--- config.mk ---
export PLATFORM = sky130hd
export DESIGN_NAME = rfid_system_config_decode
export DESIGN_NICKNAME = d
export VERILOG_FILES = /design/src/shared/cfg_pkg.sv /design/src/shared/timer_if.sv /design/src/verilog/rfid_system_config_decode.sv /design/src/verilog/timeout_timer.sv
export SDC_FILE = /design/constraint.sdc
export NUM_CORES = 1
export LEC_CHECK = 0
export BUFFER_PORTS_ARGS = -buffer_cell sky130_fd_sc_hd__buf_2
export CAP_MARGIN = 25
export CORE_MARGIN = 10
export CORE_UTILIZATION = 56
export CTS_BUF_LIST = sky130_fd_sc_hd__clkbuf_16
export DETAILED_ROUTE_END_ITERATION = 10
export GPL_TIMING_DRIVEN = 0
export HOLD_SLACK_MARGIN = 0.15
export PLACE_DENSITY_LB_ADDON = 0.08
export SYNTH_ARGS = -nofsm -noshare
export SYNTH_HDL_FRONTEND = slang
export SYNTH_SLANG_ARGS = --single-unit
export TNS_END_PERCENT = 50
--- constraint.sdc ---
create_clock -name mclk_in -period 13.3 [get_ports mclk_in]
set_input_delay 2.66 -clock mclk_in [delete_from_list [all_inputs] [get_ports mclk_in]]
set_output_delay 2.66 -clock mclk_in [all_outputs]
set_load 0.03 [all_outputs]
--- src/shared/cfg_pkg.sv ---
// Constants, layouts and helpers for the system-area configuration decoder.
package cfg_pkg;
	// System-area byte addresses.
	localparam logic [9:0] ADDR_IRQ_FIRST = 10'h3D5;
	localparam logic [9:0] ADDR_IRQ_LAST = 10'h3D6;
	localparam logic [9:0] ADDR_SC0 = 10'h3E0;
	localparam logic [9:0] ADDR_SC1 = 10'h3E1;
	localparam logic [9:0] ADDR_HW1A = 10'h3EE;
	localparam logic [9:0] ADDR_HW1B = 10'h3EF;
	localparam logic [9:0] ADDR_TUNNEL = 10'h3FC;
	localparam logic [9:0] ADDR_SET2 = 10'h3FD;
	// Field positions in the first hardware byte.
	localparam int SET1_ACCESS_BIT = 7;
	localparam int SET1_WTX_BIT = 6;
	localparam int SET1_TYPEB_RATE_BIT = 5;
	localparam int SET1_IDSRC_BIT = 4;
	localparam int SET1_RF_RATE_BIT = 3;
	localparam int SET1_PROTO_MSB = 2;
	localparam int HW1B_ADDR_MSB = 6;
	// Field positions in the tunnel byte and the second hardware byte.
	localparam int TUN_TUNNEL_POLL_COMMAND_LSB = 4;
	localparam int TUN_ANSWER_LSB = 0;
	localparam int SET2_EDGE_LSB = 6;
	localparam int SET2_RESP_LSB = 4;
	localparam int SET2_SEL_LSB = 0;
	localparam int XSEL_RF_WRITE = 3;
	localparam int XSEL_RF_READ = 2;
	localparam int XSEL_TX_DONE = 1;
	localparam int XSEL_FIELD = 0;
	// Default byte images.
	localparam logic [7:0] DEF_HW1A = 8'h2F;
	localparam logic [7:0] DEF_HW1B = 8'h54;
	localparam logic [6:0] DEF_TARGET_ADDR = 7'h54;
	localparam logic [7:0] DEF_TUNNEL = 8'h47;
	localparam logic [7:0] DEF_SET2 = 8'hA0;
	localparam logic [7:0] DEF_SC0 = 8'hAA;
	localparam logic [7:0] DEF_SC1 = 8'hFF;
	localparam logic [7:0] DEF_IRQ_FIRST = 8'h00;
	localparam logic [7:0] DEF_IRQ_LAST = 8'h3F;
	localparam logic [7:0] OUT_RANGE_BLOCK = 8'h00;
	localparam logic [7:0] MAX_BLOCK = 8'h3F;
	// Exponent limits and defaults.
	localparam logic [3:0] TUNNEL_POLL_COMMAND_EXP_MAX = 4'h8;
	localparam logic [3:0] TUNNEL_POLL_COMMAND_EXP_DEF = 4'h4;
	localparam logic [3:0] ANSWER_EXP_MAX = 4'hC;
	localparam logic [3:0] ANSWER_EXP_DEF = 4'h7;
	// Protocol select codes.
	localparam logic [2:0] PROTO_JIS = 3'h1;
	localparam logic [2:0] PROTO_B = 3'h2;
	localparam logic [2:0] PROTO_JIS_B = 3'h3;
	localparam logic [2:0] PROTO_A = 3'h4;
	localparam logic [2:0] PROTO_AB = 3'h6;
	localparam logic [2:0] PROTO_ALL = 3'h7;
	// Data-rate ceilings.
	localparam logic [1:0] RATE_106 = 2'h0;
	localparam logic [1:0] RATE_212 = 2'h1;
	localparam logic [1:0] RATE_424 = 2'h2;
	localparam logic [1:0] RATE_ANY = 2'h3;
	// Timing.
	localparam longint CLK_PERIOD_NS = 25;
	localparam longint T_TUNNEL_NS = 1024000;
	localparam longint T_EDGE_NS = 6160000;
	localparam longint T_RESP_NS = 24600000;
	localparam int TUNNEL_CYCLES = int'(T_TUNNEL_NS / CLK_PERIOD_NS);
	localparam int EDGE_CYCLES = int'(T_EDGE_NS / CLK_PERIOD_NS);
	localparam int RESP_CYCLES = int'(T_RESP_NS / CLK_PERIOD_NS);
	localparam int DIV_W = 20;
	localparam int TICK_W = 13;

	// Replaces an exponent above its limit by the default.
	function automatic logic [3:0] clamp_exp(input logic [3:0] v, input logic [3:0] lim,
		input logic [3:0] def);
		clamp_exp = (v > lim) ? def : v;
	endfunction

	// Replaces a block number beyond the last block by the fallback.
	function automatic logic [7:0] fix_block(input logic [7:0] v);
		fix_block = (v > MAX_BLOCK) ? OUT_RANGE_BLOCK : v;
	endfunction
endpackage

--- src/shared/timer_if.sv ---
// Control and status of one timeout timer.
`timescale 1ns/1ps
interface timer_if;
	logic start;
	logic stop;
	logic [3:0] exponent;
	logic expired;
	logic running;
	modport ctl(output start, output stop, output exponent, input expired, input running);
	modport tmr(input start, input stop, input exponent, output expired, output running);
endinterface

--- src/verilog/rfid_system_config_decode.sv ---
// System-area configuration store, decode, timeouts and interrupt request.
//
// How it works
// Hardware byte one holds access, wait-extension, rate limits, id source, protocol.
// Wait-extension blocks are accepted only while the enable bit is one.
// TypeB rate-limit bit caps TypeB at 424 kbps.
// Software must always program the TypeB rate-limit bit to one.
// TypeB rate-limit applies only while the RF rate-limit bit is zero.
// Id source zero gives an all-zero identifier, one uses stored bytes.
// RF rate-limit one caps TypeB at 106 and JIS at 212 kbps.
// Software must always program the RF rate-limit bit to zero.
// Protocol code enables JIS, TypeA, TypeB and auto-detection as tabled.
// Target address defaults to 1010100.
// Tunnel_poll_command wait is base times two to the tunnel_poll_command exponent, 0..8, default 4.
// Answer wait is base times two to the answer exponent, 0..12, default 7.
// Tunnel_poll_command exponent sits in the upper nibble, answer exponent in the lower.
// I2C edge gap times out after base times two to the edge exponent.
// Response wait after interrupt uses the response exponent, also between parts.
// Edge exponent bits 7:6, response bits 5:4, extra interrupts bits 3:0.
// Software should pick exponents with margin for the base tick error.
// Extra sources are RF write, RF read, transmit done, field detect.
// Each extra source is off at zero, on at one, all default off.
// RF write interrupt asserts when a nonvolatile write begins.
// RF read interrupt fires at response end for reads touching the block range.
// A last block below the first block is replaced by the first.
// Rewritten settings apply only after power-up or self-reset.
// System code defaults to AA then FF.
`timescale 1ns/1ps
module rfid_system_config_decode
	import cfg_pkg::*;
#(
	parameter int unsigned TUNNEL_BASE_CYCLES = TUNNEL_CYCLES,
	parameter int unsigned EDGE_BASE_CYCLES = EDGE_CYCLES,
	parameter int unsigned RESP_BASE_CYCLES = RESP_CYCLES
)
(
	// Clock and reset
	input wire logic mclk_in,
	input wire logic rst_in,
	// System-area byte port
	input wire logic cfg_wr_en_in,
	input wire logic [9:0] cfg_addr_in,
	input wire logic [7:0] cfg_wdata_in,
	output logic [7:0] cfg_rdata_out,
	input wire logic cfg_valid_in,
	input wire logic self_reset_in,
	// Decoded hardware settings
	output logic access_mode_bit_out,
	output logic wait_extension_enable_out,
	output logic typeb_rate_limit_out,
	output logic identifier_source_select_out,
	output logic rf_rate_limit_out,
	output logic [2:0] rf_protocol_select_out,
	output logic jis_enable_out,
	output logic typea_enable_out,
	output logic typeb_enable_out,
	output logic auto_detect_out,
	output logic protocol_code_bad_out,
	output logic [1:0] typeb_max_rate_out,
	output logic [1:0] jis_max_rate_out,
	output logic [6:0] serial_target_address_out,
	output logic [15:0] system_code_bytes_out,
	output logic [63:0] card_identifier_out,
	output logic [3:0] extra_interrupt_select_out,
	output logic [7:0] interrupt_block_first_out,
	output logic [7:0] interrupt_block_last_out,
	// Wait-extension check
	input wire logic wtx_block_in,
	output logic wtx_reject_out,
	// Identifier bytes held elsewhere in the system area
	input wire logic [63:0] stored_identifier_in,
	// Tunnel-mode timing
	input wire logic tunnel_irq_in,
	input wire logic tunnel_poll_command_seen_in,
	input wire logic tunnel_poll_command_answered_in,
	input wire logic answer_seen_in,
	output logic tunnel_poll_command_timeout_out,
	output logic answer_timeout_out,
	// I2C timing
	input wire logic i2c_busy_in,
	input wire logic scl_edge_in,
	input wire logic resp_start_in,
	input wire logic host_read_req_in,
	output logic edge_timeout_out,
	output logic resp_timeout_out,
	// Interrupt events
	input wire logic cmd_done_in,
	input wire logic rf_write_start_in,
	input wire logic rf_read_done_in,
	input wire logic [7:0] rf_read_first_in,
	input wire logic [7:0] rf_read_last_in,
	input wire logic rf_tx_done_in,
	input wire logic field_detect_in,
	input wire logic irq_ack_in,
	output logic interrupt_out_n
);
	typedef struct packed
	{
		logic [7:0] sh_irq_first;
		logic [7:0] sh_irq_last;
		logic [7:0] sh_sc0;
		logic [7:0] sh_sc1;
		logic [7:0] sh_hw1a;
		logic [7:0] sh_hw1b;
		logic [7:0] sh_tunnel;
		logic [7:0] sh_set2;
		logic [7:0] act_irq_first;
		logic [7:0] act_irq_last;
		logic [7:0] act_sc0;
		logic [7:0] act_sc1;
		logic [7:0] act_hw1a;
		logic [7:0] act_hw1b;
		logic [7:0] act_tunnel;
		logic [7:0] act_set2;
		logic load_pending;
		logic irq_pending;
		logic [7:0] rdata;
	} cfg_state_s;

	localparam cfg_state_s ST_RESET = '{
		sh_irq_first: DEF_IRQ_FIRST, sh_irq_last: DEF_IRQ_LAST,
		sh_sc0: DEF_SC0, sh_sc1: DEF_SC1, sh_hw1a: DEF_HW1A, sh_hw1b: DEF_HW1B,
		sh_tunnel: DEF_TUNNEL, sh_set2: DEF_SET2,
		act_irq_first: DEF_IRQ_FIRST, act_irq_last: DEF_IRQ_LAST,
		act_sc0: DEF_SC0, act_sc1: DEF_SC1, act_hw1a: DEF_HW1A, act_hw1b: DEF_HW1B,
		act_tunnel: DEF_TUNNEL, act_set2: DEF_SET2,
		load_pending: 1'b1, irq_pending: 1'b0, rdata: 8'h00};

	cfg_state_s st_reg;
	cfg_state_s st_next;
	logic load_fire;
	logic [7:0] first_fix;
	logic [7:0] last_fix;
	logic [3:0] tunnel_poll_command_exp;
	logic [3:0] answer_exp;
	logic read_in_range;
	logic any_event;

	timer_if tunnel_poll_command_if();
	timer_if answer_if();
	timer_if edge_if();
	timer_if resp_if();

	// Power-up and self-reset are the only moments stored bytes become live.
	assign load_fire = st_reg.load_pending | self_reset_in;

	always_comb
	begin
		st_next = st_reg;
		st_next.load_pending = 1'b0;
		case (cfg_addr_in)
			ADDR_IRQ_FIRST: st_next.rdata = st_reg.sh_irq_first;
			ADDR_IRQ_LAST: st_next.rdata = st_reg.sh_irq_last;
			ADDR_SC0: st_next.rdata = st_reg.sh_sc0;
			ADDR_SC1: st_next.rdata = st_reg.sh_sc1;
			ADDR_HW1A: st_next.rdata = st_reg.sh_hw1a;
			ADDR_HW1B: st_next.rdata = st_reg.sh_hw1b;
			ADDR_TUNNEL: st_next.rdata = st_reg.sh_tunnel;
			ADDR_SET2: st_next.rdata = st_reg.sh_set2;
			default: st_next.rdata = 8'h00;
		endcase
		if (cfg_wr_en_in)
		begin
			case (cfg_addr_in)
				ADDR_IRQ_FIRST: st_next.sh_irq_first = cfg_wdata_in;
				ADDR_IRQ_LAST: st_next.sh_irq_last = cfg_wdata_in;
				ADDR_SC0: st_next.sh_sc0 = cfg_wdata_in;
				ADDR_SC1: st_next.sh_sc1 = cfg_wdata_in;
				ADDR_HW1A: st_next.sh_hw1a = cfg_wdata_in;
				ADDR_HW1B: st_next.sh_hw1b = {1'b0, cfg_wdata_in[HW1B_ADDR_MSB:0]};
				ADDR_TUNNEL: st_next.sh_tunnel = cfg_wdata_in;
				ADDR_SET2: st_next.sh_set2 = cfg_wdata_in;
				default: st_next.sh_set2 = st_reg.sh_set2;
			endcase
		end
		// An invalid system area falls back to every default on load.
		if (load_fire)
		begin
			if (cfg_valid_in)
			begin
				st_next.act_irq_first = st_reg.sh_irq_first;
				st_next.act_irq_last = st_reg.sh_irq_last;
				st_next.act_sc0 = st_reg.sh_sc0;
				st_next.act_sc1 = st_reg.sh_sc1;
				st_next.act_hw1a = st_reg.sh_hw1a;
				st_next.act_hw1b = st_reg.sh_hw1b;
				st_next.act_tunnel = st_reg.sh_tunnel;
				st_next.act_set2 = st_reg.sh_set2;
			end
			else
			begin
				st_next.act_irq_first = DEF_IRQ_FIRST;
				st_next.act_irq_last = DEF_IRQ_LAST;
				st_next.act_sc0 = DEF_SC0;
				st_next.act_sc1 = DEF_SC1;
				st_next.act_hw1a = DEF_HW1A;
				st_next.act_hw1b = DEF_HW1B;
				st_next.act_tunnel = DEF_TUNNEL;
				st_next.act_set2 = DEF_SET2;
			end
		end
		// A new event in the acknowledge cycle keeps the request asserted.
		st_next.irq_pending = any_event | (st_reg.irq_pending & ~irq_ack_in);
	end

	always_ff @(posedge mclk_in or posedge rst_in)
	begin
		if (rst_in)
			st_reg <= ST_RESET;
		else
			st_reg <= st_next;
	end

	assign cfg_rdata_out = st_reg.rdata;

	// Hardware byte one fields and system code.
	assign access_mode_bit_out = st_reg.act_hw1a[SET1_ACCESS_BIT];
	assign wait_extension_enable_out = st_reg.act_hw1a[SET1_WTX_BIT];
	assign typeb_rate_limit_out = st_reg.act_hw1a[SET1_TYPEB_RATE_BIT];
	assign identifier_source_select_out = st_reg.act_hw1a[SET1_IDSRC_BIT];
	assign rf_rate_limit_out = st_reg.act_hw1a[SET1_RF_RATE_BIT];
	assign rf_protocol_select_out = st_reg.act_hw1a[SET1_PROTO_MSB:0];
	assign serial_target_address_out = st_reg.act_hw1b[HW1B_ADDR_MSB:0];
	assign system_code_bytes_out = {st_reg.act_sc0, st_reg.act_sc1};

	assign wtx_reject_out = wtx_block_in & ~wait_extension_enable_out;

	assign card_identifier_out = identifier_source_select_out ? stored_identifier_in
		: 64'h0000000000000000;

	always_comb
	begin
		if (rf_rate_limit_out)
		begin
			typeb_max_rate_out = RATE_106;
			jis_max_rate_out = RATE_212;
		end
		else
		begin
			typeb_max_rate_out = typeb_rate_limit_out ? RATE_424 : RATE_ANY;
			jis_max_rate_out = RATE_ANY;
		end
	end

	always_comb
	begin
		jis_enable_out = 1'b0;
		typea_enable_out = 1'b0;
		typeb_enable_out = 1'b0;
		auto_detect_out = 1'b0;
		protocol_code_bad_out = 1'b0;
		case (rf_protocol_select_out)
			PROTO_JIS: jis_enable_out = 1'b1;
			PROTO_B: typeb_enable_out = 1'b1;
			PROTO_JIS_B:
			begin
				jis_enable_out = 1'b1;
				typeb_enable_out = 1'b1;
				auto_detect_out = 1'b1;
			end
			PROTO_A: typea_enable_out = 1'b1;
			PROTO_AB:
			begin
				typea_enable_out = 1'b1;
				typeb_enable_out = 1'b1;
				auto_detect_out = 1'b1;
			end
			PROTO_ALL:
			begin
				jis_enable_out = 1'b1;
				typea_enable_out = 1'b1;
				typeb_enable_out = 1'b1;
				auto_detect_out = 1'b1;
			end
			default: protocol_code_bad_out = 1'b1;
		endcase
	end

	// Tunnel and hardware byte two fields.
	assign tunnel_poll_command_exp = clamp_exp(st_reg.act_tunnel[TUN_TUNNEL_POLL_COMMAND_LSB+3:TUN_TUNNEL_POLL_COMMAND_LSB],
		TUNNEL_POLL_COMMAND_EXP_MAX, TUNNEL_POLL_COMMAND_EXP_DEF);
	assign answer_exp = clamp_exp(st_reg.act_tunnel[TUN_ANSWER_LSB+3:TUN_ANSWER_LSB],
		ANSWER_EXP_MAX, ANSWER_EXP_DEF);
	assign extra_interrupt_select_out = st_reg.act_set2[SET2_SEL_LSB+3:SET2_SEL_LSB];

	// Interrupt block range.
	assign first_fix = fix_block(st_reg.act_irq_first);
	assign last_fix = fix_block(st_reg.act_irq_last);
	assign interrupt_block_first_out = first_fix;
	assign interrupt_block_last_out = (last_fix < first_fix) ? first_fix : last_fix;
	assign read_in_range = (rf_read_first_in <= interrupt_block_last_out)
		&& (rf_read_last_in >= interrupt_block_first_out);

	assign any_event = cmd_done_in | tunnel_irq_in
		| (extra_interrupt_select_out[XSEL_RF_WRITE] & rf_write_start_in)
		| (extra_interrupt_select_out[XSEL_RF_READ] & rf_read_done_in & read_in_range)
		| (extra_interrupt_select_out[XSEL_TX_DONE] & rf_tx_done_in)
		| (extra_interrupt_select_out[XSEL_FIELD] & field_detect_in);
	assign interrupt_out_n = ~st_reg.irq_pending;

	// Timers; the base tick tolerance is left to software when picking exponents.
	assign tunnel_poll_command_if.start = tunnel_irq_in;
	assign tunnel_poll_command_if.stop = tunnel_poll_command_seen_in;
	assign tunnel_poll_command_if.exponent = tunnel_poll_command_exp;
	assign answer_if.start = tunnel_poll_command_answered_in;
	assign answer_if.stop = answer_seen_in;
	assign answer_if.exponent = answer_exp;
	assign edge_if.start = i2c_busy_in & scl_edge_in;
	assign edge_if.stop = ~i2c_busy_in;
	assign edge_if.exponent = {2'b00, st_reg.act_set2[SET2_EDGE_LSB+1:SET2_EDGE_LSB]};
	assign resp_if.start = resp_start_in;
	assign resp_if.stop = host_read_req_in;
	assign resp_if.exponent = {2'b00, st_reg.act_set2[SET2_RESP_LSB+1:SET2_RESP_LSB]};
	assign tunnel_poll_command_timeout_out = tunnel_poll_command_if.expired;
	assign answer_timeout_out = answer_if.expired;
	assign edge_timeout_out = edge_if.expired;
	assign resp_timeout_out = resp_if.expired;

	timeout_timer #(.BASE_CYCLES(TUNNEL_BASE_CYCLES)) u_tunnel_poll_command (.mclk_in(mclk_in),
		.rst_in(rst_in), .tif(tunnel_poll_command_if));
	timeout_timer #(.BASE_CYCLES(TUNNEL_BASE_CYCLES)) u_answer (.mclk_in(mclk_in),
		.rst_in(rst_in), .tif(answer_if));
	timeout_timer #(.BASE_CYCLES(EDGE_BASE_CYCLES)) u_edge (.mclk_in(mclk_in),
		.rst_in(rst_in), .tif(edge_if));
	timeout_timer #(.BASE_CYCLES(RESP_BASE_CYCLES)) u_resp (.mclk_in(mclk_in),
		.rst_in(rst_in), .tif(resp_if));

	property p_ident_zero;
		@(posedge mclk_in) disable iff (rst_in)
		!identifier_source_select_out |-> card_identifier_out == 64'h0000000000000000;
	endproperty
	a_ident_zero: assert property (p_ident_zero) else $error("identifier not zeroed");

	property p_proto_all;
		@(posedge mclk_in) disable iff (rst_in)
		rf_protocol_select_out == PROTO_ALL |-> jis_enable_out && typea_enable_out
			&& typeb_enable_out && auto_detect_out && !protocol_code_bad_out;
	endproperty
	a_proto_all: assert property (p_proto_all) else $error("full protocol set not enabled");

	property p_rf_rate;
		@(posedge mclk_in) disable iff (rst_in)
		rf_rate_limit_out |-> typeb_max_rate_out == RATE_106 && jis_max_rate_out == RATE_212;
	endproperty
	a_rf_rate: assert property (p_rf_rate) else $error("RF rate limit not applied");

	property p_typeb_rate;
		@(posedge mclk_in) disable iff (rst_in)
		!rf_rate_limit_out && typeb_rate_limit_out |-> typeb_max_rate_out == RATE_424;
	endproperty
	a_typeb_rate: assert property (p_typeb_rate) else $error("TypeB cap wrong");

	property p_hold_until_load;
		@(posedge mclk_in) disable iff (rst_in)
		!load_fire |=> $stable(serial_target_address_out) && $stable(system_code_bytes_out);
	endproperty
	a_hold_until_load: assert property (p_hold_until_load) else $error("setting changed live");

	property p_default_load;
		@(posedge mclk_in) disable iff (rst_in)
		load_fire && !cfg_valid_in |=> serial_target_address_out == DEF_TARGET_ADDR
			&& system_code_bytes_out == {DEF_SC0, DEF_SC1} && extra_interrupt_select_out == 4'h0;
	endproperty
	a_default_load: assert property (p_default_load) else $error("defaults not applied");

	property p_range_order;
		@(posedge mclk_in) disable iff (rst_in)
		interrupt_block_last_out >= interrupt_block_first_out;
	endproperty
	a_range_order: assert property (p_range_order) else $error("block range reversed");

	property p_write_irq;
		@(posedge mclk_in) disable iff (rst_in)
		rf_write_start_in && extra_interrupt_select_out[XSEL_RF_WRITE] |=> !interrupt_out_n;
	endproperty
	a_write_irq: assert property (p_write_irq) else $error("write interrupt missing");

	property p_no_spurious_irq;
		@(posedge mclk_in) disable iff (rst_in)
		interrupt_out_n && !any_event |=> interrupt_out_n;
	endproperty
	a_no_spurious_irq: assert property (p_no_spurious_irq) else $error("interrupt unprompted");

	property p_tunnel_poll_command_exp;
		@(posedge mclk_in) disable iff (rst_in)
		tunnel_poll_command_exp <= TUNNEL_POLL_COMMAND_EXP_MAX && answer_exp <= ANSWER_EXP_MAX;
	endproperty
	a_tunnel_poll_command_exp: assert property (p_tunnel_poll_command_exp) else $error("exponent out of range");

	property p_wtx;
		@(posedge mclk_in) disable iff (rst_in)
		wtx_block_in |-> wtx_reject_out == !wait_extension_enable_out;
	endproperty
	a_wtx: assert property (p_wtx) else $error("wait-extension check wrong");

	c_reload: cover property (@(posedge mclk_in) disable iff (rst_in) self_reset_in && cfg_valid_in);
	c_irq: cover property (@(posedge mclk_in) disable iff (rst_in) $fell(interrupt_out_n));
	c_tunnel_poll_command_to: cover property (@(posedge mclk_in) disable iff (rst_in) tunnel_poll_command_timeout_out);
	c_read_irq: cover property (@(posedge mclk_in) disable iff (rst_in)
		rf_read_done_in && read_in_range);
endmodule

--- src/verilog/timeout_timer.sv ---
// Timeout of base period times two to the power of an exponent.
`timescale 1ns/1ps
module timeout_timer
	import cfg_pkg::*;
#(
	parameter int unsigned BASE_CYCLES = TUNNEL_CYCLES
)
(
	// Clock and reset
	input wire logic mclk_in,
	input wire logic rst_in,
	// Control
	timer_if.tmr tif
);
	typedef struct packed
	{
		logic running;
		logic expired;
		logic [DIV_W-1:0] div;
		logic [TICK_W-1:0] ticks;
	} tmr_s;

	tmr_s st_reg;
	tmr_s st_next;
	logic [TICK_W-1:0] limit;

	assign limit = TICK_W'(1) << tif.exponent;
	assign tif.expired = st_reg.expired;
	assign tif.running = st_reg.running;

	always_comb
	begin
		st_next = st_reg;
		st_next.expired = 1'b0;
		if (tif.start)
		begin
			// A restart wins over a stop so divided accesses rearm cleanly.
			st_next.running = 1'b1;
			st_next.div = '0;
			st_next.ticks = '0;
		end
		else if (tif.stop)
			st_next.running = 1'b0;
		else if (st_reg.running)
		begin
			if (st_reg.div == DIV_W'(BASE_CYCLES - 1))
			begin
				st_next.div = '0;
				st_next.ticks = st_reg.ticks + TICK_W'(1);
				if (st_reg.ticks + TICK_W'(1) == limit)
				begin
					st_next.running = 1'b0;
					st_next.expired = 1'b1;
				end
			end
			else
				st_next.div = st_reg.div + DIV_W'(1);
		end
	end

	always_ff @(posedge mclk_in or posedge rst_in)
	begin
		if (rst_in)
			st_reg <= '0;
		else
			st_reg <= st_next;
	end

	property p_expire_ends_run;
		@(posedge mclk_in) disable iff (rst_in)
		st_reg.expired |-> !st_reg.running;
	endproperty
	a_expire_ends_run: assert property (p_expire_ends_run) else $error("timer ran on after expiry");

	property p_start_clears;
		@(posedge mclk_in) disable iff (rst_in)
		tif.start |=> st_reg.running && st_reg.ticks == '0 && !st_reg.expired;
	endproperty
	a_start_clears: assert property (p_start_clears) else $error("timer start did not rearm");
endmodule
==> results of run 1 <==
-- layout make-up --
| class | count | area (um2) | share of cell area |
|---|---|---|---|
| plain buffers | 128 | 661 | 0.0358 |
| well taps | 378 | 473 | 0.0256 |
| flip-flops and latches | 276 | 6990 | 0.378 |
| diodes | 2 | 5.00 | 0.000271 |
| multi-input cells | 1288 | 7850 | 0.425 |
| clock buffers | 32 | 801 | 0.0434 |
| clock inverters | 24 | 194 | 0.0105 |
| inverters | 54 | 210 | 0.0114 |
| repair buffers | 247 | 1280 | 0.0695 |
-- how the worst max path moves through the flow --
stage | startpoint | endpoint | slack [ps] | depth (start not counted)
2_1_floorplan | rst_in | access_mode_bit_out$_DFFE_PP0P_ | 3140 | 1
3_3_place_gp | rst_in | u_resp.st_reg[10]$_DFFE_PP0P_ | 130 | 2
3_5_place_dp | stored_identifier_in[63] | card_identifier_out[63] | 7440 | 3
4_1_cts | st_reg[72]$_DFFE_PP0P_ | interrupt_block_last_out[0] | 6980 | 12
5_1_grt | st_reg[64]$_DFFE_PP0P_ | interrupt_block_last_out[0] | 6710 | 13
6_report | st_reg[65]$_DFFE_PP0P_ | interrupt_block_last_out[0] | 6950 | 13
-- layout by cell type, fill, tap and decap left out, types with 57 or more instances in the layout --
master,netlist,final
o21ai_0,107,107
nand2_1,204,204
clkbuf_1,72,72
nor2_1,157,157
buf_2,6,250
inv_1,54,57
mux2_2,64,64
and2_1,82,82
dfstp_2,65,65
nand3_1,102,102
dfrtp_1,211,211
-- per-layer routing --
metal	share of wire	vias up	GRT usage	routed length [um]
li1	-	6614	-	-
met1	0.43	6616	0.301	18600
met2	0.48	479	0.405	20800
met3	0.066	60	0.0479	2840
met4	0.023	0	0.0679	995
met5	0	-	0	0
-- stage by stage --
step / total power, uW / instances / setup WS, ps
after CTS: 1910 / 2427 / 6980
after global placement: 1070 / 2368 / 129
after floorplan: 1010 / 1746 / 3140
after detailed placement: 1080 / 2371 / 7440
final: 1900 / 2429 / 6950
after global routing: 1970 / 2428 / 6710
-- cells by family (layout without fill, tap and decap cells) --
group,count (synthesis),count (layout),synth area share
muxes,75,75,0.0531
buffers and inverters,182,485,0.0551
other,2,16,0.000480
AOI/OAI and AO/OA,311,311,0.126
xor gates and xnor gates,99,99,0.0554
DFF,276,276,0.446
and+or+nand+nor,759,759,0.240
adders and majority gates,30,30,0.0238
-- critical path, stage by stage, from the launching register on --
cell and delay [ps]:
dfrtp_1 410, nor2_1 240, clkbuf_1 320, and2_1 210, ha_1 250, a21o_1 160
a21o_1 170, a21o_1 170, clkbuf_1 190, clkbuf_1 270, nand3_1 130, o311ai_0 120
a211o_1 280, buf_2 190
-- power by group --
group | switching, uW | internal, uW
logic | 124 | 65.8
clock network | 346 | 491
registers | 13.6 | 863
==> results.yml, run 1 <==
global_route:
  antenna_found_initial: 2
  grt_util_all_layers: 0.238
  grt_overflow: 0
  grt_pass1_wl_um: 70100
  grt_max_degree: 117
  first_global_vias: 13400
worst_setup_path:
  rr_endpoint: "st_reg[8]$_DFF_PP0_"
  cp.required_ps: 10640
  end_kind: "output port"
  critPathArrivalTime_ps: 3690
  critPathLaunchType: "flip-flop"
  r2r_cells: 18
  cp_max_fo: 10
  regToRegSetupSlack_ps: 9170
  r2r-start: "st_reg[65]$_DFFE_PP0P_"
  path_class: "flip-flop to output port"
synth:
  yosys.area.top_type_share: 0.337
  synth_area_leaders: "dfrtp_1 (34%), dfstp_2 (11%), nand2_1 (4.9%)"
  synth-edff-count: 0
  yosysTopAreaCell: "dfrtp_1"
  synth_cells: 1734
  syn-cell-area_mm2: 0.0157
  async_flop_share: 1.00
  netlist_top_cells_count: "dfrtp_1 (211), nand2_1 (204), nor2_1 (157), o21ai_0 (107), nand3_1 (102)"
  ys_ff_latch: 276
  avgSynthCellArea_um2: 9.03
  synth_ff_type: "dfrtp_1"
  yosys.cell_count.top_type: "dfrtp_1"
  yosysWarningCount: 0
  synth_cell_type_count: 67
  yosysSeqAreaShare: 0.446
floorplan:
  die-area_mm2: 0.0350
  num_rows: 61
  start_util: 0.565
  ios: 256
  core-area_mm2: 0.0277
  die_w_um: 187
  dieHeight_um: 187
place:
  gp_congestion: 0.890
  io_buffer_count: 244
  postPlaceCellArea_mm2: 0.0175
  place_hpwl_um: 32000
cells_and_area:
  area_growth_pct: 17.9
  drive_gt1_frac: 0.239
  design_area_mm2: 0.0185
  largest_reg_flops: 89
  filler_cell_count: 2323
  fin_nets: 2172
  final_util: 0.667
sta:
  worst_slew_margin_rel: 0.373
  setup_viol_count_final: 0
  skew_ps: 20.6
  rsz0062_at_grt: "no"
  max_freq_mhz: 157
  maxSlewViolCount: 0
  fin_tns_setup_ps: 0
  min_period_ps: 6350
  fin_crit_sh: 0.478
  tightest_slew_ps: 934
  hold_violations: 0
  hold_ws_ps: 468
clocking:
  cts_resized: 0
  cts.sinks: 276
  clk_pin_slew_ps: 60
  h-tree-depth: 1
  cts_buffer_depth: 3
  cts_inserted_buffers: 30
  insertion_delay_ps: 570
  cts_setup_buffers: 0
  root_buffer: "clkbuf_16"
  cts_hold_buf: 0
  tritoncts: "done"
routing:
  vias: 13800
  post_drt_via_cell_ratio: 5.67
  remaining_drc_errors: 0
  drt-pass1-iter-count: 8
  ant_nets: 0
  drt_iter0_drc: 997
  wl_per_cell_um: 17.8
  wl_um: 43200
hold_path:
  hold_depth: 2
  min-delay-start: "system_code_bytes_out[14]$_DFFE_PP0P_"
  worstHoldEndpoint: "system_code_bytes_out[14]$_DFFE_PP0P_"
  hold_class: "flip-flop to flip-flop"
power_and_ir_drop:
  powerDensity_mw_per_mm2: 103
  ir_drop_mv: 0.116
  p_leak_uw: 0.00858
flow_run:
  timing.max_cap.violations: 0
status:
  status: "finished, final reports clean"
Power figures use the tool's default switching activity.
==> run 2: changes to the inputs <==
Settings changed: ABC_AREA set to 1, CORE_UTILIZATION 56 to 52.
Clock period 13.3 ns to 5.5 ns, I/O delays scaled along.
==> results.yml, run 2 <==
global_route:
  first_global_vias: 14600
  grt_overflow: 0
  grt_pass1_wl_um: 75800
  antenna_found_initial: 0
  grt_max_degree: 43
  grt_util_all_layers: 0.234
sta:
  min_period_ps: 4430
  fin_crit_sh: 0.806
  tightest_slew_ps: 909
  max_freq_mhz: 226
  hold_violations: 0
  skew_ps: 13.3
  worst_slew_margin_rel: 0.378
  rsz0062_at_grt: "no"
  setup_viol_count_final: 0
  maxSlewViolCount: 0
  fin_tns_setup_ps: 0
power_and_ir_drop:
  powerDensity_mw_per_mm2: 243
  finalPower_uw: 4640
  p_leak_uw: 0.00964
  ir_drop_mv: 0.228
cells_and_area:
  final_util: 0.623
  final_cells: 2857
  fin_nets: 2583
  layout_common_cells: "nand2_1 (486), inv_1 (337), buf_2 (263)"
  largest_reg_flops: 89
  n_antenna_cell: 0
  area_growth_pct: 17.9
  drive_gt1_frac: 0.211
  layout_commonest_cell: "nand2_1"
status:
  status: "finished, final reports clean"
synth:
  synth-edff-count: 0
  avgSynthCellArea_um2: 7.59
  synth_area_leaders: "dfrtp_1 (33%), nand2_1 (11%), dfstp_2 (11%)"
  muxShareOfSynthArea: 0
  synth_compound_area_frac: 0.130
  yosysWarningCount: 0
  synth_top_family_by_area: "simple AND/OR/NAND/NOR gates"
  syn-cell-area_mm2: 0.0162
  yosys.area.top_type_share: 0.326
  yosys.cell_count.top_type: "nand2_1"
  synth_ff_type: "dfrtp_1"
  async_flop_share: 1.00
  netlist_top_cells_count: "nand2_1 (486), inv_1 (331), dfrtp_1 (211), nor2_1 (174), o21ai_0 (161)"
  synthAdderAreaFrac: 0.0224
  yosysSeqAreaShare: 0.431
  synth_cell_type_count: 53
  synth_cells: 2136
  yosysTopAreaCell: "dfrtp_1"
  ys_ff_latch: 276
  yosys.area_share.xor_xnor: 0.0308
  synthSimpleGateAreaFrac: 0.266
hold_path:
  hold_class: "flip-flop to flip-flop"
  worstHoldEndpoint: "st_reg[94]$_DFFE_PP1P_"
  min-delay-start: "st_reg[94]$_DFFE_PP1P_"
  hold_depth: 2
place:
  place_hpwl_um: 35900
  dpl.cell_count: 2799
  gp_congestion: 0.924
  io_buffer_count: 248
clocking:
  cts.sinks: 276
  root_buffer: "clkbuf_16"
  insertion_delay_ps: 560
  cts_resized: 0
  clk_pin_slew_ps: 70
  h-tree-depth: 1
  cts_hold_buf: 0
  cts_buffer_depth: 3
  cts_setup_buffers: 0
  cts_inserted_buffers: 31
  tritoncts: "done"
floorplan:
  ios: 256
  core-area_mm2: 0.0307
  num_rows: 64
  dieHeight_um: 197
  start_util: 0.529
  die_w_um: 197
  die-area_mm2: 0.0387
routing:
  vias: 15000
  wl_per_cell_um: 16.2
  drt-pass1-iter-count: 6
  wl_um: 46300
  ant_nets: 0
  post_drt_via_cell_ratio: 5.25
  remaining_drc_errors: 0
  drt_iter0_drc: 1032
worst_setup_path:
  crit_buf_inv: 4
  rr_endpoint: "st_reg[8]$_DFF_PP0_"
  end_kind: "output port"
  regToRegSetupSlack_ps: 1890
  critPathLaunchType: "flip-flop"
  cp.required_ps: 4400
  r2r-start: "st_reg[73]$_DFFE_PP0P_"
  critPathArrivalTime_ps: 3330
  crit_path_cell_trace: "nor2_1 > inv_1 > nor2_1 > inv_1 > ha_1 > a21oi_1 > nor3_1 > a211oi_1 > clkbuf_1 > nand3_1 > nand2_1 > buf_2"
  r2r_cells: 18
  cp_max_fo: 10
  path_class: "flip-flop to output port"
  cp_slowest_cell: "dfrtp_1"
  slowest_delay_ps: 410
  cp_top_family: "buffers and inverters"
flow_run:
  timing.max_cap.violations: 0
[run 2: logic make-up (layout without fill, tap and decap cells)]
group | after synthesis | in the layout
compound gates | 372 | 372
fa+ha+maj | 29 | 29
flops | 276 | 276
other cells | 2 | 14
buf+inv | 445 | 758
simple gates | 955 | 955
xor+xnor | 57 | 57
[run 2: layout make-up]
class                      instances  area, um2
sequential                       276       6990
clock buffer                      31        776
buffer                           103        647
clock inverter                    27        194
inverter                         342       1290
multi-input combinational       1427       7340
fill                            2808      11600
tap                              396        495
timing repair buffer             255       1380
[run 2: worst reg2reg max path, stage by stage, from the launching register on]
cell and delay (ps):
dfrtp_1 410, nor2_1 210, inv_1 120, nor2_1 240, inv_1 130, ha_1 330, a21oi_1 130, nor3_1 60
a211oi_1 310, clkbuf_1 370, nand3_1 130, nand2_1 90, ha_1 240, a21oi_1 150, o21ai_0 110, a21oi_1 150
o21a_1 140, nand3_1 160, nand2_1 90
[run 2: report_power, final]
part / total (uW) / switching [uW] / leakage [uW] / internal, uW
Clock: 1990 / 870 / 0.000497 / 1120
Sequential: 2140 / 38.4 / 0.00360 / 2100
Combinational: 513 / 345 / 0.00554 / 168
[run 2: worst max-delay path by stage]
stage                     cells after the start                    from  slack [ps]                                      endpoint
after CTS                                    12  st_reg[73]$_DFFE_PP0P_        1070                   interrupt_block_last_out[0]
after global routing                         12  st_reg[73]$_DFFE_PP0P_         780                   interrupt_block_last_out[0]
final                                        12  st_reg[73]$_DFFE_PP0P_        1070                   interrupt_block_last_out[0]
after global placement                        2                  rst_in        -960  u_tunnel_poll_command.st_reg[14]$_DFFE_PP0P_
after floorplan                               1                  rst_in         800               access_mode_bit_out$_DFFE_PP0P_
after detailed placement                     12  st_reg[73]$_DFFE_PP0P_        1680                   interrupt_block_last_out[0]
[run 2: metal layers]
metal	global-route usage	vias up	part of all wire
met5	0	-	0
met4	0.0435	0	0.017
met3	0.0322	60	0.048
met2	0.385	367	0.48
met1	0.326	7095	0.45
li1	-	7466	-
[run 2: per-stage QoR]
| step | hold WS (ps) | area, um2 | worst slack [ps] |
|---|---|---|---|
| after global placement | 462 | 18000 | -958 |
| final | 479 | 19100 | 1070 |
| after CTS | 482 | 19100 | 1070 |
| after global routing | 505 | 19100 | 779 |
| after detailed placement | 473 | 18100 | 1680 |
| after floorplan | 451 | 16300 | 802 |
==> run 3: changes to the inputs <==
Settings changed: CORE_UTILIZATION 52 to 56.
Clock period 5.5 ns to 4.4 ns, I/O delays scaled along.
==> results.yml, run 3 (same netlist as run 2, synthesis figures left out) <==
routing:
  remaining_drc_errors: 0
  drt_iter0_drc: 1281
  post_drt_via_cell_ratio: 5.37
  vias: 15300
  wl_um: 46900
  drt-pass1-iter-count: 5
  wl_per_cell_um: 16.5
  ant_nets: 0
floorplan:
  num_rows: 62
  die-area_mm2: 0.0362
  core-area_mm2: 0.0286
  dieHeight_um: 190
  die_w_um: 190
  start_util: 0.567
  ios: 256
clocking:
  root_buffer: "clkbuf_16"
  h-tree-depth: 1
  insertion_delay_ps: 570
  clk_pin_slew_ps: 60
  tritoncts: "done"
  cts.sinks: 276
  cts_buffer_depth: 3
  cts_inserted_buffers: 30
sta:
  fin_crit_sh: 0.919
  max_freq_mhz: 247
  fin_ws_ps: 357
  rsz0062_at_grt: "no"
  hold_ws_ps: 275
  tightest_slew_ps: 602
  maxSlewViolCount: 0
  hold_violations: 0
  skew_ps: 16.1
  min_period_ps: 4040
  setup_viol_count_final: 0
  worst_slew_margin_rel: 0.598
cells_and_area:
  n_antenna_cell: 0
  largest_reg_flops: 89
  layout_common_cells: "nand2_1 (486), inv_1 (336), buf_2 (263)"
  drive_gt1_frac: 0.211
  fin_nets: 2582
  layout_commonest_cell: "nand2_1"
  design_area_mm2: 0.0191
  area_growth_pct: 17.7
power_and_ir_drop:
  finalPower_uw: 5770
  powerDensity_mw_per_mm2: 302
  ir_drop_mv: 0.289
  p_leak_uw: 0.00964
global_route:
  grt_max_degree: 43
  grt_util_all_layers: 0.252
  grt_overflow: 0
  grt_pass1_wl_um: 75300
  first_global_vias: 14600
  antenna_found_initial: 0
worst_setup_path:
  path_class: "flip-flop to output port"
  critPathLaunchType: "flip-flop"
  end_kind: "output port"
  cp_max_fo: 10
  critPathArrivalTime_ps: 3160
  cp.required_ps: 3520
place:
  place_hpwl_um: 36000
  gp_congestion: 0.952
  io_buffer_count: 248
  dp_slack_ps: 863
  postPlaceCellArea_mm2: 0.0181
flow_run:
  timing.max_cap.violations: 0
status:
  status: "finished, final reports clean"
hold_path:
  hold_class: "input port to asynchronous set/reset pin"
[run 3: cell types whose count changed in the layout (fill, tap and decap cells not counted), sizes merged]
cell,previous run,this run
inv,347,345
clkinvlp,3,2
bufinv,2,3
clkbuf,56,55
[run 3: timing repair]
| action | CTS | global route |
|---|---|---|
| buffers inserted | 0 | 0 |
| hold buffers | 0 | 0 |
| endpoints found under the setup margin | 0 | 4 |
| resized for setup | 0 | 2 |
[run 3: layer usage]
layer / track usage / vias to the layer above / wire, um
met3: 0.0339 / 85 / 2730
met1: 0.351 / 7242 / 20900
met2: 0.407 / 473 / 22100
li1: - / 7473 / -
met5: 0 / - / 0
met4: 0.0609 / 0 / 1100
[run 3: through the flow]
stage,setup TNS [ps],utilization,cells
after floorplan,-16520,-,2148
after global placement,-385180,0.628,2780
after detailed placement,0,0.633,2787
after CTS,0,0.667,2842
after global routing,0,0.667,2842
final,0,0.667,2842
[run 3: cell type report]
class / instances / area (um2)
tap: 384 / 480
clock buffer: 30 / 751
buffer: 103 / 648
inverter: 342 / 1290
clock inverter: 25 / 203
sequential: 276 / 6990
fill: 2487 / 9540
multi-input combinational: 1427 / 7340
timing repair buffer: 255 / 1380
[run 3: worst paths after layout]
check / start / end / slack (ps) / cells after the start
max: st_reg[73]$_DFFE_PP0P_ / interrupt_block_last_out[0] / 360 / 12
min: rst_in / u_resp.st_reg[12]$_DFFE_PP0P_ / 270 / 2
max reg2reg: st_reg[73]$_DFFE_PP0P_ / st_reg[8]$_DFF_PP0_ / 1000 / 19
min reg2reg: st_reg[106]$_DFFE_PP1P_ / st_reg[106]$_DFFE_PP1P_ / 490 / 2
max in group asynchronous: rst_in / u_answer.st_reg[16]$_DFFE_PP0P_ / 2560 / 7
min in group mclk_in: st_reg[106]$_DFFE_PP1P_ / st_reg[106]$_DFFE_PP1P_ / 490 / 2
[run 3: critical path, stage by stage (launching register included)]
cell	delay [ps]
dfrtp_1	410
nor2_1	170
inv_1	120
nor2_1	210
inv_1	140
ha_1	330
a21oi_1	130
nor3_1	60
a211oi_1	320
clkbuf_2	300
nand3_1	100
nand2_1	100
buf_2	210
[run 3: power by group]
part	leakage (uW)	internal [uW]	switching (uW)
logic	0.00555	211	429
registers	0.00360	2620	47.5
clock network	0.000492	1410	1050
